==> config.mk <==
export PLATFORM = sky130hd
export DESIGN_NAME = torque_limit_and_position_table
export DESIGN_NICKNAME = d
export VERILOG_FILES = /design/src/torque_pos_pkg.sv /design/src/section_mem.sv /design/src/torque_limit_and_position_table.sv
export SDC_FILE = /design/constraint.sdc
export NUM_CORES = 2
export LEC_CHECK = 0
export ABC_AREA = 1
export BUFFER_PORTS_ARGS = -buffer_cell sky130_fd_sc_hd__buf_4
export CORE_MARGIN = 2
export CORE_UTILIZATION = 28
export DETAILED_ROUTE_END_ITERATION = 7
export PLACE_DENSITY = 0.51
export SYNTH_ARGS = -nofsm -noshare
export SYNTH_HDL_FRONTEND = slang
export SYNTH_SLANG_ARGS = --single-unit
==> constraint.sdc <==
create_clock -name CORE_CLK_I -period 18.95 [get_ports CORE_CLK_I]
set_clock_uncertainty 0.05 [all_clocks]
set_input_delay 0.9475 -clock CORE_CLK_I [delete_from_list [all_inputs] [get_ports CORE_CLK_I]]
set_output_delay 0.9475 -clock CORE_CLK_I [all_outputs]
set_load 0.05 [all_outputs]
==> src/torque_pos_pkg.sv <==
// Constants, encodings and register map for the torque limit and position table block.
`default_nettype none
package torque_pos_pkg;

  // ==========================================================================
  // Widths
  localparam int TQ_W = 16;
  localparam int AUX_W = 12;
  localparam int AUX_FS_SHIFT = 11;
  localparam int GAIN_W = 14;
  localparam int PCT_W = 9;
  localparam int FREQ_W = 10;
  localparam int ADDR_W = 8;
  localparam int DATA_W = 16;
  localparam int POS_W = 32;
  localparam int SEC_AW = 5;

  // ==========================================================================
  // Register map (word addresses on the plain register port)
  localparam logic [7:0] REG_CTRL = 8'h00;
  localparam logic [7:0] REG_LIM_POS = 8'h01;
  localparam logic [7:0] REG_LIM_NEG = 8'h02;
  localparam logic [7:0] REG_LIM_FREGEN = 8'h03;
  localparam logic [7:0] REG_LIM_RREGEN = 8'h04;
  localparam logic [7:0] REG_AUX_GAIN = 8'h05;
  localparam logic [7:0] REG_AUX_BIAS = 8'h06;
  localparam logic [7:0] REG_POS_MAX_FREQ = 8'h07;
  localparam logic [7:0] REG_ENC_PPR = 8'h08;
  localparam logic [7:0] REG_STATUS = 8'h09;
  localparam logic [7:0] REG_TORQUE = 8'h0A;
  localparam logic [7:0] REG_TARGET_LO = 8'h0B;
  localparam logic [7:0] REG_TARGET_HI = 8'h0C;
  localparam logic [2:0] SEC_BASE_TOP = 3'h2;

  // ==========================================================================
  // Reset values
  localparam logic [4:0] RST_AUX_FUNC = 5'h00;
  localparam logic [8:0] RST_LIM_PCT = 9'h0C8;
  localparam logic [13:0] RST_AUX_GAIN = 14'h03E8;
  localparam logic [9:0] RST_POS_MAX_FREQ = 10'h064;
  localparam logic [15:0] RST_ENC_PPR = 16'h0400;

  // ==========================================================================
  // Aux analog input function codes
  localparam logic [4:0] FN_LIM_POS = 5'h0B;
  localparam logic [4:0] FN_LIM_NEG = 5'h0C;
  localparam logic [4:0] FN_LIM_REGEN = 5'h0D;
  localparam logic [4:0] FN_LIM_BOTH = 5'h0E;
  localparam logic [4:0] FN_TCOMP = 5'h10;

  // ==========================================================================
  // Ranges; torque is in 0.1 percent, frequency in 0.1 Hz
  localparam logic [8:0] LIM_MAX_PCT = 9'h12C;
  localparam logic [3:0] PCT_TO_TQ = 4'hA;
  localparam logic [15:0] SEC_MAX = 16'h270F;
  localparam logic [9:0] FREQ_MIN = 10'h001;
  localparam logic [9:0] FREQ_MAX = 10'h3E8;

  // Quadrant index doubles as the index of its fixed limit.
  typedef enum logic [1:0] {Q1_FWD_MOTOR, Q3_REV_MOTOR, Q2_REV_REGEN, Q4_FWD_REGEN} quad_e;
  typedef enum logic {SEQ_ROT, SEQ_PULSE} seq_e;

endpackage
`default_nettype wire

==> src/section_mem.sv <==
// Section table storage: one write port, one read port with registered read data.
`default_nettype none
module section_mem #(
  parameter int AW = 5,
  parameter int DW = 16
) (
  input wire logic clk_i,
  input wire logic rst_n_i,
  input wire logic we_i,
  input wire logic [AW-1:0] waddr_i,
  input wire logic [DW-1:0] wdata_i,
  input wire logic re_i,
  input wire logic [AW-1:0] raddr_i,
  output logic [DW-1:0] rdata_o
);
  logic [DW-1:0] mem [(1<<AW)];

  always_ff @(posedge clk_i) begin
    if (we_i) begin
      mem[waddr_i] <= wdata_i;
    end
  end

  // A read in the same cycle as a write to the same word returns the old value.
  always_ff @(posedge clk_i or negedge rst_n_i) begin
    if (!rst_n_i) begin
      rdata_o <= '0;
    end else if (re_i) begin
      rdata_o <= mem[raddr_i];
    end
  end
endmodule
`default_nettype wire

==> src/torque_limit_and_position_table.sv <==
// Torque compensation, quadrant torque clamp and position section table.
`default_nettype none
module torque_limit_and_position_table (
  input wire logic CORE_CLK_I,
  input wire logic RST_N_I,
  input wire logic [7:0] ADDR_I,
  input wire logic [15:0] WDATA_I,
  input wire logic WR_I,
  input wire logic RD_I,
  output logic [15:0] RDATA_O,
  input wire logic signed [15:0] TORQUE_REF_I,
  input wire logic signed [15:0] SPEED_I,
  input wire logic signed [11:0] AUX_ANALOG_INPUT_I,
  input wire logic [9:0] FREQ_REQ_I,
  input wire logic [3:0] POSITION_SECTION_SELECT_I,
  output logic signed [15:0] TORQUE_CMD_O,
  output logic [1:0] QUADRANT_O,
  output logic TORQUE_LIMITING_O,
  output logic [9:0] POS_FREQ_O,
  output logic signed [31:0] POS_TARGET_O,
  output logic POS_DIR_REV_O,
  output logic POS_TARGET_VALID_O
);

  // ==========================================================================
  // State
  typedef struct packed {
    logic [4:0] aux_func;
    logic [3:0][8:0] lim;
    logic [13:0] gain;
    logic signed [15:0] bias;
    logic [9:0] max_freq;
    logic [15:0] ppr;
    logic signed [15:0] torque;
    logic [1:0] quad;
    logic limiting;
    logic [9:0] freq;
    logic [15:0] rdata;
    logic rd_mem;
    torque_pos_pkg::seq_e phase;
    logic pend;
    torque_pos_pkg::seq_e pend_phase;
    logic [3:0] pend_sec;
    logic signed [15:0] rot_hold;
    logic [3:0] rot_sec;
    logic rot_ok;
    logic signed [31:0] target;
    logic [3:0] tgt_sec;
    logic target_valid;
  } state_s;

  localparam state_s RST_STATE = '{
    aux_func: torque_pos_pkg::RST_AUX_FUNC,
    lim: {4{torque_pos_pkg::RST_LIM_PCT}},
    gain: torque_pos_pkg::RST_AUX_GAIN,
    max_freq: torque_pos_pkg::RST_POS_MAX_FREQ,
    ppr: torque_pos_pkg::RST_ENC_PPR,
    phase: torque_pos_pkg::SEQ_ROT,
    pend_phase: torque_pos_pkg::SEQ_ROT,
    default: '0
  };

  state_s st_reg;
  state_s st_next;

  // ==========================================================================
  // Helpers
  function automatic logic signed [31:0] clamp(input logic signed [31:0] v,
                                               input logic signed [31:0] lo,
                                               input logic signed [31:0] hi);
    clamp = (v < lo) ? lo : ((v > hi) ? hi : v);
  endfunction

  function automatic logic is_sec(input logic [7:0] a);
    is_sec = (a[7:5] == torque_pos_pkg::SEC_BASE_TOP);
  endfunction

  // ==========================================================================
  // Section memory
  logic mem_we;
  logic mem_re;
  logic [4:0] mem_raddr;
  logic [15:0] mem_wdata;
  logic [15:0] mem_rdata;

  section_mem #(
    .AW(torque_pos_pkg::SEC_AW),
    .DW(torque_pos_pkg::DATA_W)
  ) section_mem_i (
    .clk_i(CORE_CLK_I),
    .rst_n_i(RST_N_I),
    .we_i(mem_we),
    .waddr_i(ADDR_I[4:0]),
    .wdata_i(mem_wdata),
    .re_i(mem_re),
    .raddr_i(mem_raddr),
    .rdata_o(mem_rdata)
  );

  // ==========================================================================
  // Torque path
  logic signed [26:0] aux_prod;
  logic signed [31:0] aux_pct;
  logic signed [15:0] comp;
  logic signed [15:0] aux_lim;
  logic signed [15:0] tq_sum;
  torque_pos_pkg::quad_e quad;
  logic aux_sel;
  logic signed [15:0] lim_eff;
  logic signed [15:0] tq_clamped;

  always_comb begin
    // Full scale of the signed aux input is 2^11, so gain 100.0 % gives 100.0 % torque.
    aux_prod = AUX_ANALOG_INPUT_I * $signed({1'b0, st_reg.gain});
    aux_pct = clamp(32'(aux_prod >>> torque_pos_pkg::AUX_FS_SHIFT) + 32'(st_reg.bias),
                    -32'sd32767, 32'sd32767);
    // Polarity is kept: the run direction never enters this term.
    comp = (st_reg.aux_func == torque_pos_pkg::FN_TCOMP) ? 16'(aux_pct) : 16'h0000;
    aux_lim = 16'(clamp(aux_pct, 32'sd0, 32'sd32767));
    // Compensation is added before the clamp, so the clamp wins over it.
    tq_sum = 16'(clamp(32'(TORQUE_REF_I) + 32'(comp), -32'sd32767, 32'sd32767));
    case ({SPEED_I[15], tq_sum[15]})
      2'b00: quad = torque_pos_pkg::Q1_FWD_MOTOR;
      2'b11: quad = torque_pos_pkg::Q3_REV_MOTOR;
      2'b10: quad = torque_pos_pkg::Q2_REV_REGEN;
      default: quad = torque_pos_pkg::Q4_FWD_REGEN;
    endcase
    case (st_reg.aux_func)
      torque_pos_pkg::FN_LIM_POS: aux_sel = (quad == torque_pos_pkg::Q1_FWD_MOTOR);
      torque_pos_pkg::FN_LIM_NEG: aux_sel = (quad == torque_pos_pkg::Q3_REV_MOTOR) ||
                                            (quad == torque_pos_pkg::Q4_FWD_REGEN);
      torque_pos_pkg::FN_LIM_REGEN: aux_sel = (quad == torque_pos_pkg::Q2_REV_REGEN) ||
                                              (quad == torque_pos_pkg::Q4_FWD_REGEN);
      torque_pos_pkg::FN_LIM_BOTH: aux_sel = 1'b1;
      default: aux_sel = 1'b0;
    endcase
    lim_eff = aux_sel ? aux_lim
                      : 16'(st_reg.lim[quad] * torque_pos_pkg::PCT_TO_TQ);
    tq_clamped = 16'(clamp(32'(tq_sum), -32'(lim_eff), 32'(lim_eff)));
  end

  // ==========================================================================
  // Registers, bus and section sequencer
  always_comb begin
    st_next = st_reg;
    mem_we = 1'b0;
    mem_re = 1'b0;
    mem_raddr = '0;
    mem_wdata = 16'(clamp(32'($signed(WDATA_I)), -32'(torque_pos_pkg::SEC_MAX),
                          32'(torque_pos_pkg::SEC_MAX)));
    st_next.torque = tq_clamped;
    st_next.quad = quad;
    st_next.limiting = (tq_clamped != tq_sum);
    st_next.freq = (FREQ_REQ_I > st_reg.max_freq) ? st_reg.max_freq : FREQ_REQ_I;

    if (WR_I) begin
      if (is_sec(ADDR_I)) begin
        mem_we = 1'b1;
      end
      case (ADDR_I)
        torque_pos_pkg::REG_CTRL: st_next.aux_func = WDATA_I[4:0];
        torque_pos_pkg::REG_LIM_POS, torque_pos_pkg::REG_LIM_NEG,
        torque_pos_pkg::REG_LIM_FREGEN, torque_pos_pkg::REG_LIM_RREGEN: begin
          st_next.lim[ADDR_I[1:0] - 2'h1] = 9'(clamp(32'(WDATA_I), 32'sd0,
                                                      32'(torque_pos_pkg::LIM_MAX_PCT)));
        end
        torque_pos_pkg::REG_AUX_GAIN: st_next.gain = WDATA_I[13:0];
        torque_pos_pkg::REG_AUX_BIAS: st_next.bias = WDATA_I;
        torque_pos_pkg::REG_POS_MAX_FREQ: begin
          st_next.max_freq = 10'(clamp(32'(WDATA_I), 32'(torque_pos_pkg::FREQ_MIN),
                                       32'(torque_pos_pkg::FREQ_MAX)));
        end
        torque_pos_pkg::REG_ENC_PPR: st_next.ppr = WDATA_I;
        default: ;
      endcase
    end

    st_next.rd_mem = 1'b0;
    st_next.rdata = '0;
    if (RD_I) begin
      case (ADDR_I)
        torque_pos_pkg::REG_CTRL: st_next.rdata = {11'h000, st_reg.aux_func};
        torque_pos_pkg::REG_LIM_POS, torque_pos_pkg::REG_LIM_NEG,
        torque_pos_pkg::REG_LIM_FREGEN, torque_pos_pkg::REG_LIM_RREGEN: begin
          st_next.rdata = {7'h00, st_reg.lim[ADDR_I[1:0] - 2'h1]};
        end
        torque_pos_pkg::REG_AUX_GAIN: st_next.rdata = {2'h0, st_reg.gain};
        torque_pos_pkg::REG_AUX_BIAS: st_next.rdata = st_reg.bias;
        torque_pos_pkg::REG_POS_MAX_FREQ: st_next.rdata = {6'h00, st_reg.max_freq};
        torque_pos_pkg::REG_ENC_PPR: st_next.rdata = st_reg.ppr;
        torque_pos_pkg::REG_STATUS: begin
          st_next.rdata = {8'h00, st_reg.quad, st_reg.limiting, st_reg.target_valid,
                           st_reg.tgt_sec};
        end
        torque_pos_pkg::REG_TORQUE: st_next.rdata = st_reg.torque;
        torque_pos_pkg::REG_TARGET_LO: st_next.rdata = st_reg.target[15:0];
        torque_pos_pkg::REG_TARGET_HI: st_next.rdata = st_reg.target[31:16];
        default: st_next.rd_mem = is_sec(ADDR_I);
      endcase
    end

    // Bus reads of the table borrow the read port; the sequencer just skips a turn.
    st_next.pend = 1'b0;
    if (RD_I && is_sec(ADDR_I)) begin
      mem_re = 1'b1;
      mem_raddr = ADDR_I[4:0];
    end else begin
      mem_re = 1'b1;
      mem_raddr = {POSITION_SECTION_SELECT_I, st_reg.phase};
      st_next.pend = 1'b1;
      st_next.pend_phase = st_reg.phase;
      st_next.pend_sec = POSITION_SECTION_SELECT_I;
      case (st_reg.phase)
        torque_pos_pkg::SEQ_ROT: st_next.phase = torque_pos_pkg::SEQ_PULSE;
        torque_pos_pkg::SEQ_PULSE: st_next.phase = torque_pos_pkg::SEQ_ROT;
        default: st_next.phase = torque_pos_pkg::SEQ_ROT;
      endcase
    end

    // A pulse count only pairs with a rotation count of the same section.
    if (st_reg.pend) begin
      case (st_reg.pend_phase)
        torque_pos_pkg::SEQ_ROT: begin
          st_next.rot_hold = mem_rdata;
          st_next.rot_sec = st_reg.pend_sec;
          st_next.rot_ok = 1'b1;
        end
        torque_pos_pkg::SEQ_PULSE: begin
          if (st_reg.rot_ok && (st_reg.rot_sec == st_reg.pend_sec)) begin
            st_next.target = 32'(st_reg.rot_hold * $signed({1'b0, st_reg.ppr}))
                             + 32'($signed(mem_rdata));
            st_next.tgt_sec = st_reg.pend_sec;
            st_next.target_valid = 1'b1;
          end
        end
        default: st_next.rot_ok = 1'b0;
      endcase
    end
  end

  always_ff @(posedge CORE_CLK_I or negedge RST_N_I) begin
    if (!RST_N_I) begin
      st_reg <= RST_STATE;
    end else begin
      st_reg <= st_next;
    end
  end

  // ==========================================================================
  // Outputs
  assign RDATA_O = st_reg.rd_mem ? mem_rdata : st_reg.rdata;
  assign TORQUE_CMD_O = st_reg.torque;
  assign QUADRANT_O = st_reg.quad;
  assign TORQUE_LIMITING_O = st_reg.limiting;
  assign POS_FREQ_O = st_reg.freq;
  assign POS_TARGET_O = st_reg.target;
  assign POS_DIR_REV_O = st_reg.target[31];
  // Valid only while the selected section is the one the target was built from.
  assign POS_TARGET_VALID_O = st_reg.target_valid &&
                              (st_reg.tgt_sec == POSITION_SECTION_SELECT_I);

  // ==========================================================================
  // Assertions
  property p_comp_only_fn16;
    @(posedge CORE_CLK_I) disable iff (!RST_N_I)
      (st_reg.aux_func != torque_pos_pkg::FN_TCOMP) |-> (comp == 16'h0000);
  endproperty
  a_comp_only_fn16: assert property (p_comp_only_fn16)
    else $error("compensation present without function 16");
  property p_comp_sign;
    @(posedge CORE_CLK_I) disable iff (!RST_N_I)
      (st_reg.aux_func == torque_pos_pkg::FN_TCOMP && st_reg.bias == 16'sh0000 &&
       st_reg.gain != 14'h0000 && AUX_ANALOG_INPUT_I < 0) |-> (comp < 0);
  endproperty
  a_comp_sign: assert property (p_comp_sign)
    else $error("compensation sign does not follow negative analog input");
  property p_comp_pos;
    @(posedge CORE_CLK_I) disable iff (!RST_N_I)
      (st_reg.aux_func == torque_pos_pkg::FN_TCOMP && st_reg.bias >= 0 &&
       AUX_ANALOG_INPUT_I >= 0) |-> (comp >= 0) && (tq_sum >= TORQUE_REF_I);
  endproperty
  a_comp_pos: assert property (p_comp_pos)
    else $error("positive analog level did not give positive compensation");
  property p_lim_range;
    @(posedge CORE_CLK_I) disable iff (!RST_N_I)
      WR_I && ADDR_I == torque_pos_pkg::REG_LIM_POS |=>
        (st_reg.lim[0] <= torque_pos_pkg::LIM_MAX_PCT);
  endproperty
  a_lim_range: assert property (p_lim_range)
    else $error("torque limit stored above 300 percent");
  property p_quad_fixed;
    @(posedge CORE_CLK_I) disable iff (!RST_N_I)
      (st_reg.aux_func == 5'h00 && !SPEED_I[15] && tq_sum[15]) |->
        (lim_eff == 16'(st_reg.lim[3] * 4'hA));
  endproperty
  a_quad_fixed: assert property (p_quad_fixed)
    else $error("forward regeneration did not use the reverse regenerating limit");
  property p_fn12;
    @(posedge CORE_CLK_I) disable iff (!RST_N_I)
      (st_reg.aux_func == torque_pos_pkg::FN_LIM_NEG && tq_sum[15]) |-> (lim_eff == aux_lim);
  endproperty
  a_fn12: assert property (p_fn12)
    else $error("code 12 limit missing in quadrant three or four");
  property p_fn13;
    @(posedge CORE_CLK_I) disable iff (!RST_N_I)
      (st_reg.aux_func == torque_pos_pkg::FN_LIM_REGEN && (SPEED_I[15] != tq_sum[15]))
        |-> (lim_eff == aux_lim);
  endproperty
  a_fn13: assert property (p_fn13)
    else $error("code 13 limit missing in a regenerating quadrant");
  property p_fn14;
    @(posedge CORE_CLK_I) disable iff (!RST_N_I)
      (st_reg.aux_func == torque_pos_pkg::FN_LIM_BOTH) |-> (lim_eff == aux_lim);
  endproperty
  a_fn14: assert property (p_fn14)
    else $error("code 14 limit not applied");
  property p_clamp;
    @(posedge CORE_CLK_I) disable iff (!RST_N_I)
      1'b1 |=> (TORQUE_CMD_O <= $past(lim_eff)) && (TORQUE_CMD_O >= -$past(lim_eff)) &&
               (TORQUE_LIMITING_O == (TORQUE_CMD_O != $past(tq_sum)));
  endproperty
  a_clamp: assert property (p_clamp)
    else $error("torque command outside selected limit");
  property p_freq_cap;
    @(posedge CORE_CLK_I) disable iff (!RST_N_I)
      1'b1 |=> (POS_FREQ_O <= $past(st_reg.max_freq)) &&
               (POS_FREQ_O == $past(FREQ_REQ_I) || POS_FREQ_O == $past(st_reg.max_freq));
  endproperty
  a_freq_cap: assert property (p_freq_cap)
    else $error("positioning frequency above its cap");
  property p_sec_range;
    @(posedge CORE_CLK_I) disable iff (!RST_N_I)
      mem_we |-> ($signed(mem_wdata) <= 16'sh270F) && ($signed(mem_wdata) >= -16'sh270F);
  endproperty
  a_sec_range: assert property (p_sec_range)
    else $error("section value stored outside plus or minus 9999");
endmodule
`default_nettype wire

==> results_dict.tcl <==
set metrics [dict create \
    status "finished clean" \
    rows 156 \
    dr.first_iter.drc_count 2778 \
    pwr-share-clk_pct 26.5 \
    die_y_um 430 \
    synthDistinctLibCells 66 \
    cts_made_buffers 84 \
    core_sq_um 180000 \
    stdcell_count 7970 \
    final_util_pct 31.6 \
    numPortBuffers 149 \
    synth_ff_type "edfxtp_1" \
    synth_area_leader_cell "edfxtp_1" \
    fin_crit_sh_pct 89.9 \
    dr.pass1.iters 5 \
    worstRegToRegCells 94 \
    worstSetupStartpointType "register" \
    cp_top_family "adder cells" \
    grt_overflow_total 0 \
    fin_crit_ns 17.03 \
    cts.sinks 736 \
    ios 165 \
    post_cts_buffers 0 \
    synth_common_cells "nand2_1 (1030), inv_1 (931), edfxtp_1 (512)" \
    netlist_area_sq_um 50700 \
    fin_nets 6263 \
    die_x_um 430 \
    slew_headroom_pct 15.2 \
    critPathKind "reg -> reg" \
    grt_pass1_wl_um 245000 \
    htreeDepth 3 \
    dr.max_layer_used "met5" \
    placed_cell_area_sq_um 54200 \
    critPathLaunch "st_reg[157]" \
    largest_reg_flops 512 \
    worst_ep_arrival_time_ns 17.50 \
    cp.depth 94 \
    ys_seq_elements 736 \
    grt_setup_unrepaired "false" \
    dp_slack_ns 1.82 \
    power.internal_mw 3.63 \
    ys_async_sr_fraction_pct 30.4 \
    setup_viol_count_final 0 \
    r2r-start "st_reg[157]" \
    viasPerCell 4.81 \
    worst_slack_ns 1.92 \
    cts_tree "done" \
    max_freq_mhz 58.7 \
    seq_area_frac_synth_pct 41.4 \
    initial_core_util_pct 28.1 \
    leakagePower_nw 25.6 \
    routabilityCongestion 0.953 \
    dr_wl_met3_um 7010 \
    dpl.hpwl_um 120000 \
    drv_slew 0 \
    reg2reg_to "TORQUE_LIMITING_O" \
    antenna_found_initial 10 \
    drcViolationCount 0 \
    path_clk_slew_ns 0.06 \
    endpoint_kind "register" \
    grt_max_degree 103 \
    cts_resized 0 \
    crit_buf_inv 14 \
    syn_area_per_cell_sq_um 9.20 \
    power_density_nw_per_um2 110 \
    regArea_sq_um 21000 \
    required_ns 19.42 \
    tightest_slew_ns 1.27 \
    grt_pass1_vias 38400 \
    wl_met2_um 78300 \
    switchingPower_mw 2.63 \
    fin_area_sq_um 57100 \
    syn_inst 5511 \
    cp_slowest_cell "dfrtp_1" \
    dp_cells 7812 \
    finalSetupTns_ns 0 \
    synth.most_common_cell "nand2_1" \
    max_stage_delay_ns 0.92 \
    multi_input_area_sq_um 24900 \
    wl_per_cell_um 20.4 \
    max_cap_viol_count 0 \
    drive_gt1_share_pct 9.40 \
    drtAntennaViolNets 0 \
    power_frac_seq_pct 33.2 \
    drt_wl_total_um 163000 \
    cts_buffer_depth 3 \
    die-area_sq_um 185000 \
    p_sw_share_pct 42.0 \
    synthToLayoutAreaGrowth_pct 12.6 \
    crit_top_cell "nand2_1" \
    synth_top_area_share_pct 30.3 \
    track_usage_pct 17.4 \
    synth_edf_count 512 \
    wirelength_met1_um 68600 \
    synth_area_leaders "edfxtp_1 (30%), fa_1 (14%), dfrtp_1 (10%)" \
    fillCellCount 18900 \
    vdd_drop_max_mv 0.0889 \
    worstSetupEndpoint "TORQUE_LIMITING_O" \
    cts-root-buf "clkbuf_16" \
    hold_viol_final 0 \
    cp_max_fo 23 \
    rrSetupSlack_ns 1.92 \
    yosysWarnings 0 \
    clock_latency_ns 0.71 \
    pwr-share-comb_pct 40.3 \
    hold_buffers 0 \
    hp-class "in -> async" \
    num_vias 38300 \
]
[worst min-delay path by stage]
| stage | start | end | slack [ns] | cells past startpoint |
|---|---|---|---|---|
| floorplan | st_reg[0] | st_reg[0] | 0.38 | 2 |
| global placement | st_reg[64] | st_reg[64] | 0.41 | 2 |
| detailed placement | st_reg[60] | st_reg[3] | 0.42 | 2 |
| CTS | RST_N_I | POS_FREQ_O[8] | 0.31 | 1 |
| global route | RST_N_I | TORQUE_CMD_O[10] | 0.33 | 1 |
| finish | RST_N_I | TORQUE_CMD_O[10] | 0.25 | 1 |
[power groups by stage]
stage,registers (mW),clock network (mW),logic (mW)
6_report,2.08,1.66,2.52
3_5_place_dp,2.11,0,2.51
4_1_cts,2.08,1.70,2.54
3_3_place_gp,2.11,0,2.50
2_1_floorplan,1.91,0,1.92
5_1_grt,2.08,1.75,2.84
[through the flow]
step / hold WS [ns] / power (mW)
final: 0.246 / 6.26
after global routing: 0.334 / 6.68
after CTS: 0.312 / 6.31
after detailed placement: 0.421 / 4.62
after global placement: 0.405 / 4.61
after floorplan: 0.382 / 3.83
[layout by cell type, fill, tap and decap left out, types with 37 or more instances in the layout]
master / n
a21oi_1: 152
buf_4: 242
clkbuf_16: 84
dfrtp_1: 202
edfxtp_1: 512
fa_1: 347
ha_1: 302
inv_1: 927
nand2_1: 1029
nand3_1: 124
nor2_1: 491
o21ai_0: 488
o221ai_1: 118
xor2_1: 37
[cell families after synthesis]
kind of cell	share of synthesized area, %
other	0.00740
DFF	41.4
muxes	0.266
and+or+nand+nor	14.7
xor gates and xnor gates	1.07
adders and majority gates	21.2
AOI/OAI and AO/OA	11.6
buffers and inverters	9.79
[routing by layer]
metal / GRT usage, % / up-vias
li1: - / 18000
met1: 22.2 / 19100
met2: 29.4 / 964
met3: 1.90 / 271
met4: 8.60 / 2
met5: 0 / -
[layout make-up]
| class | instances | area share, % |
|---|---|---|
| clock inverters | 41 | 1.02 |
| well taps | 2370 | 5.20 |
| inverters | 942 | 6.21 |
| flip-flops and latches | 736 | 36.8 |
| repair buffers | 243 | 3.21 |
| multi-input cells | 3521 | 43.6 |
| clock buffers | 113 | 3.93 |
| diodes | 4 | 0.0175 |
No activity file was read; power rests on OpenSTA's default activity.
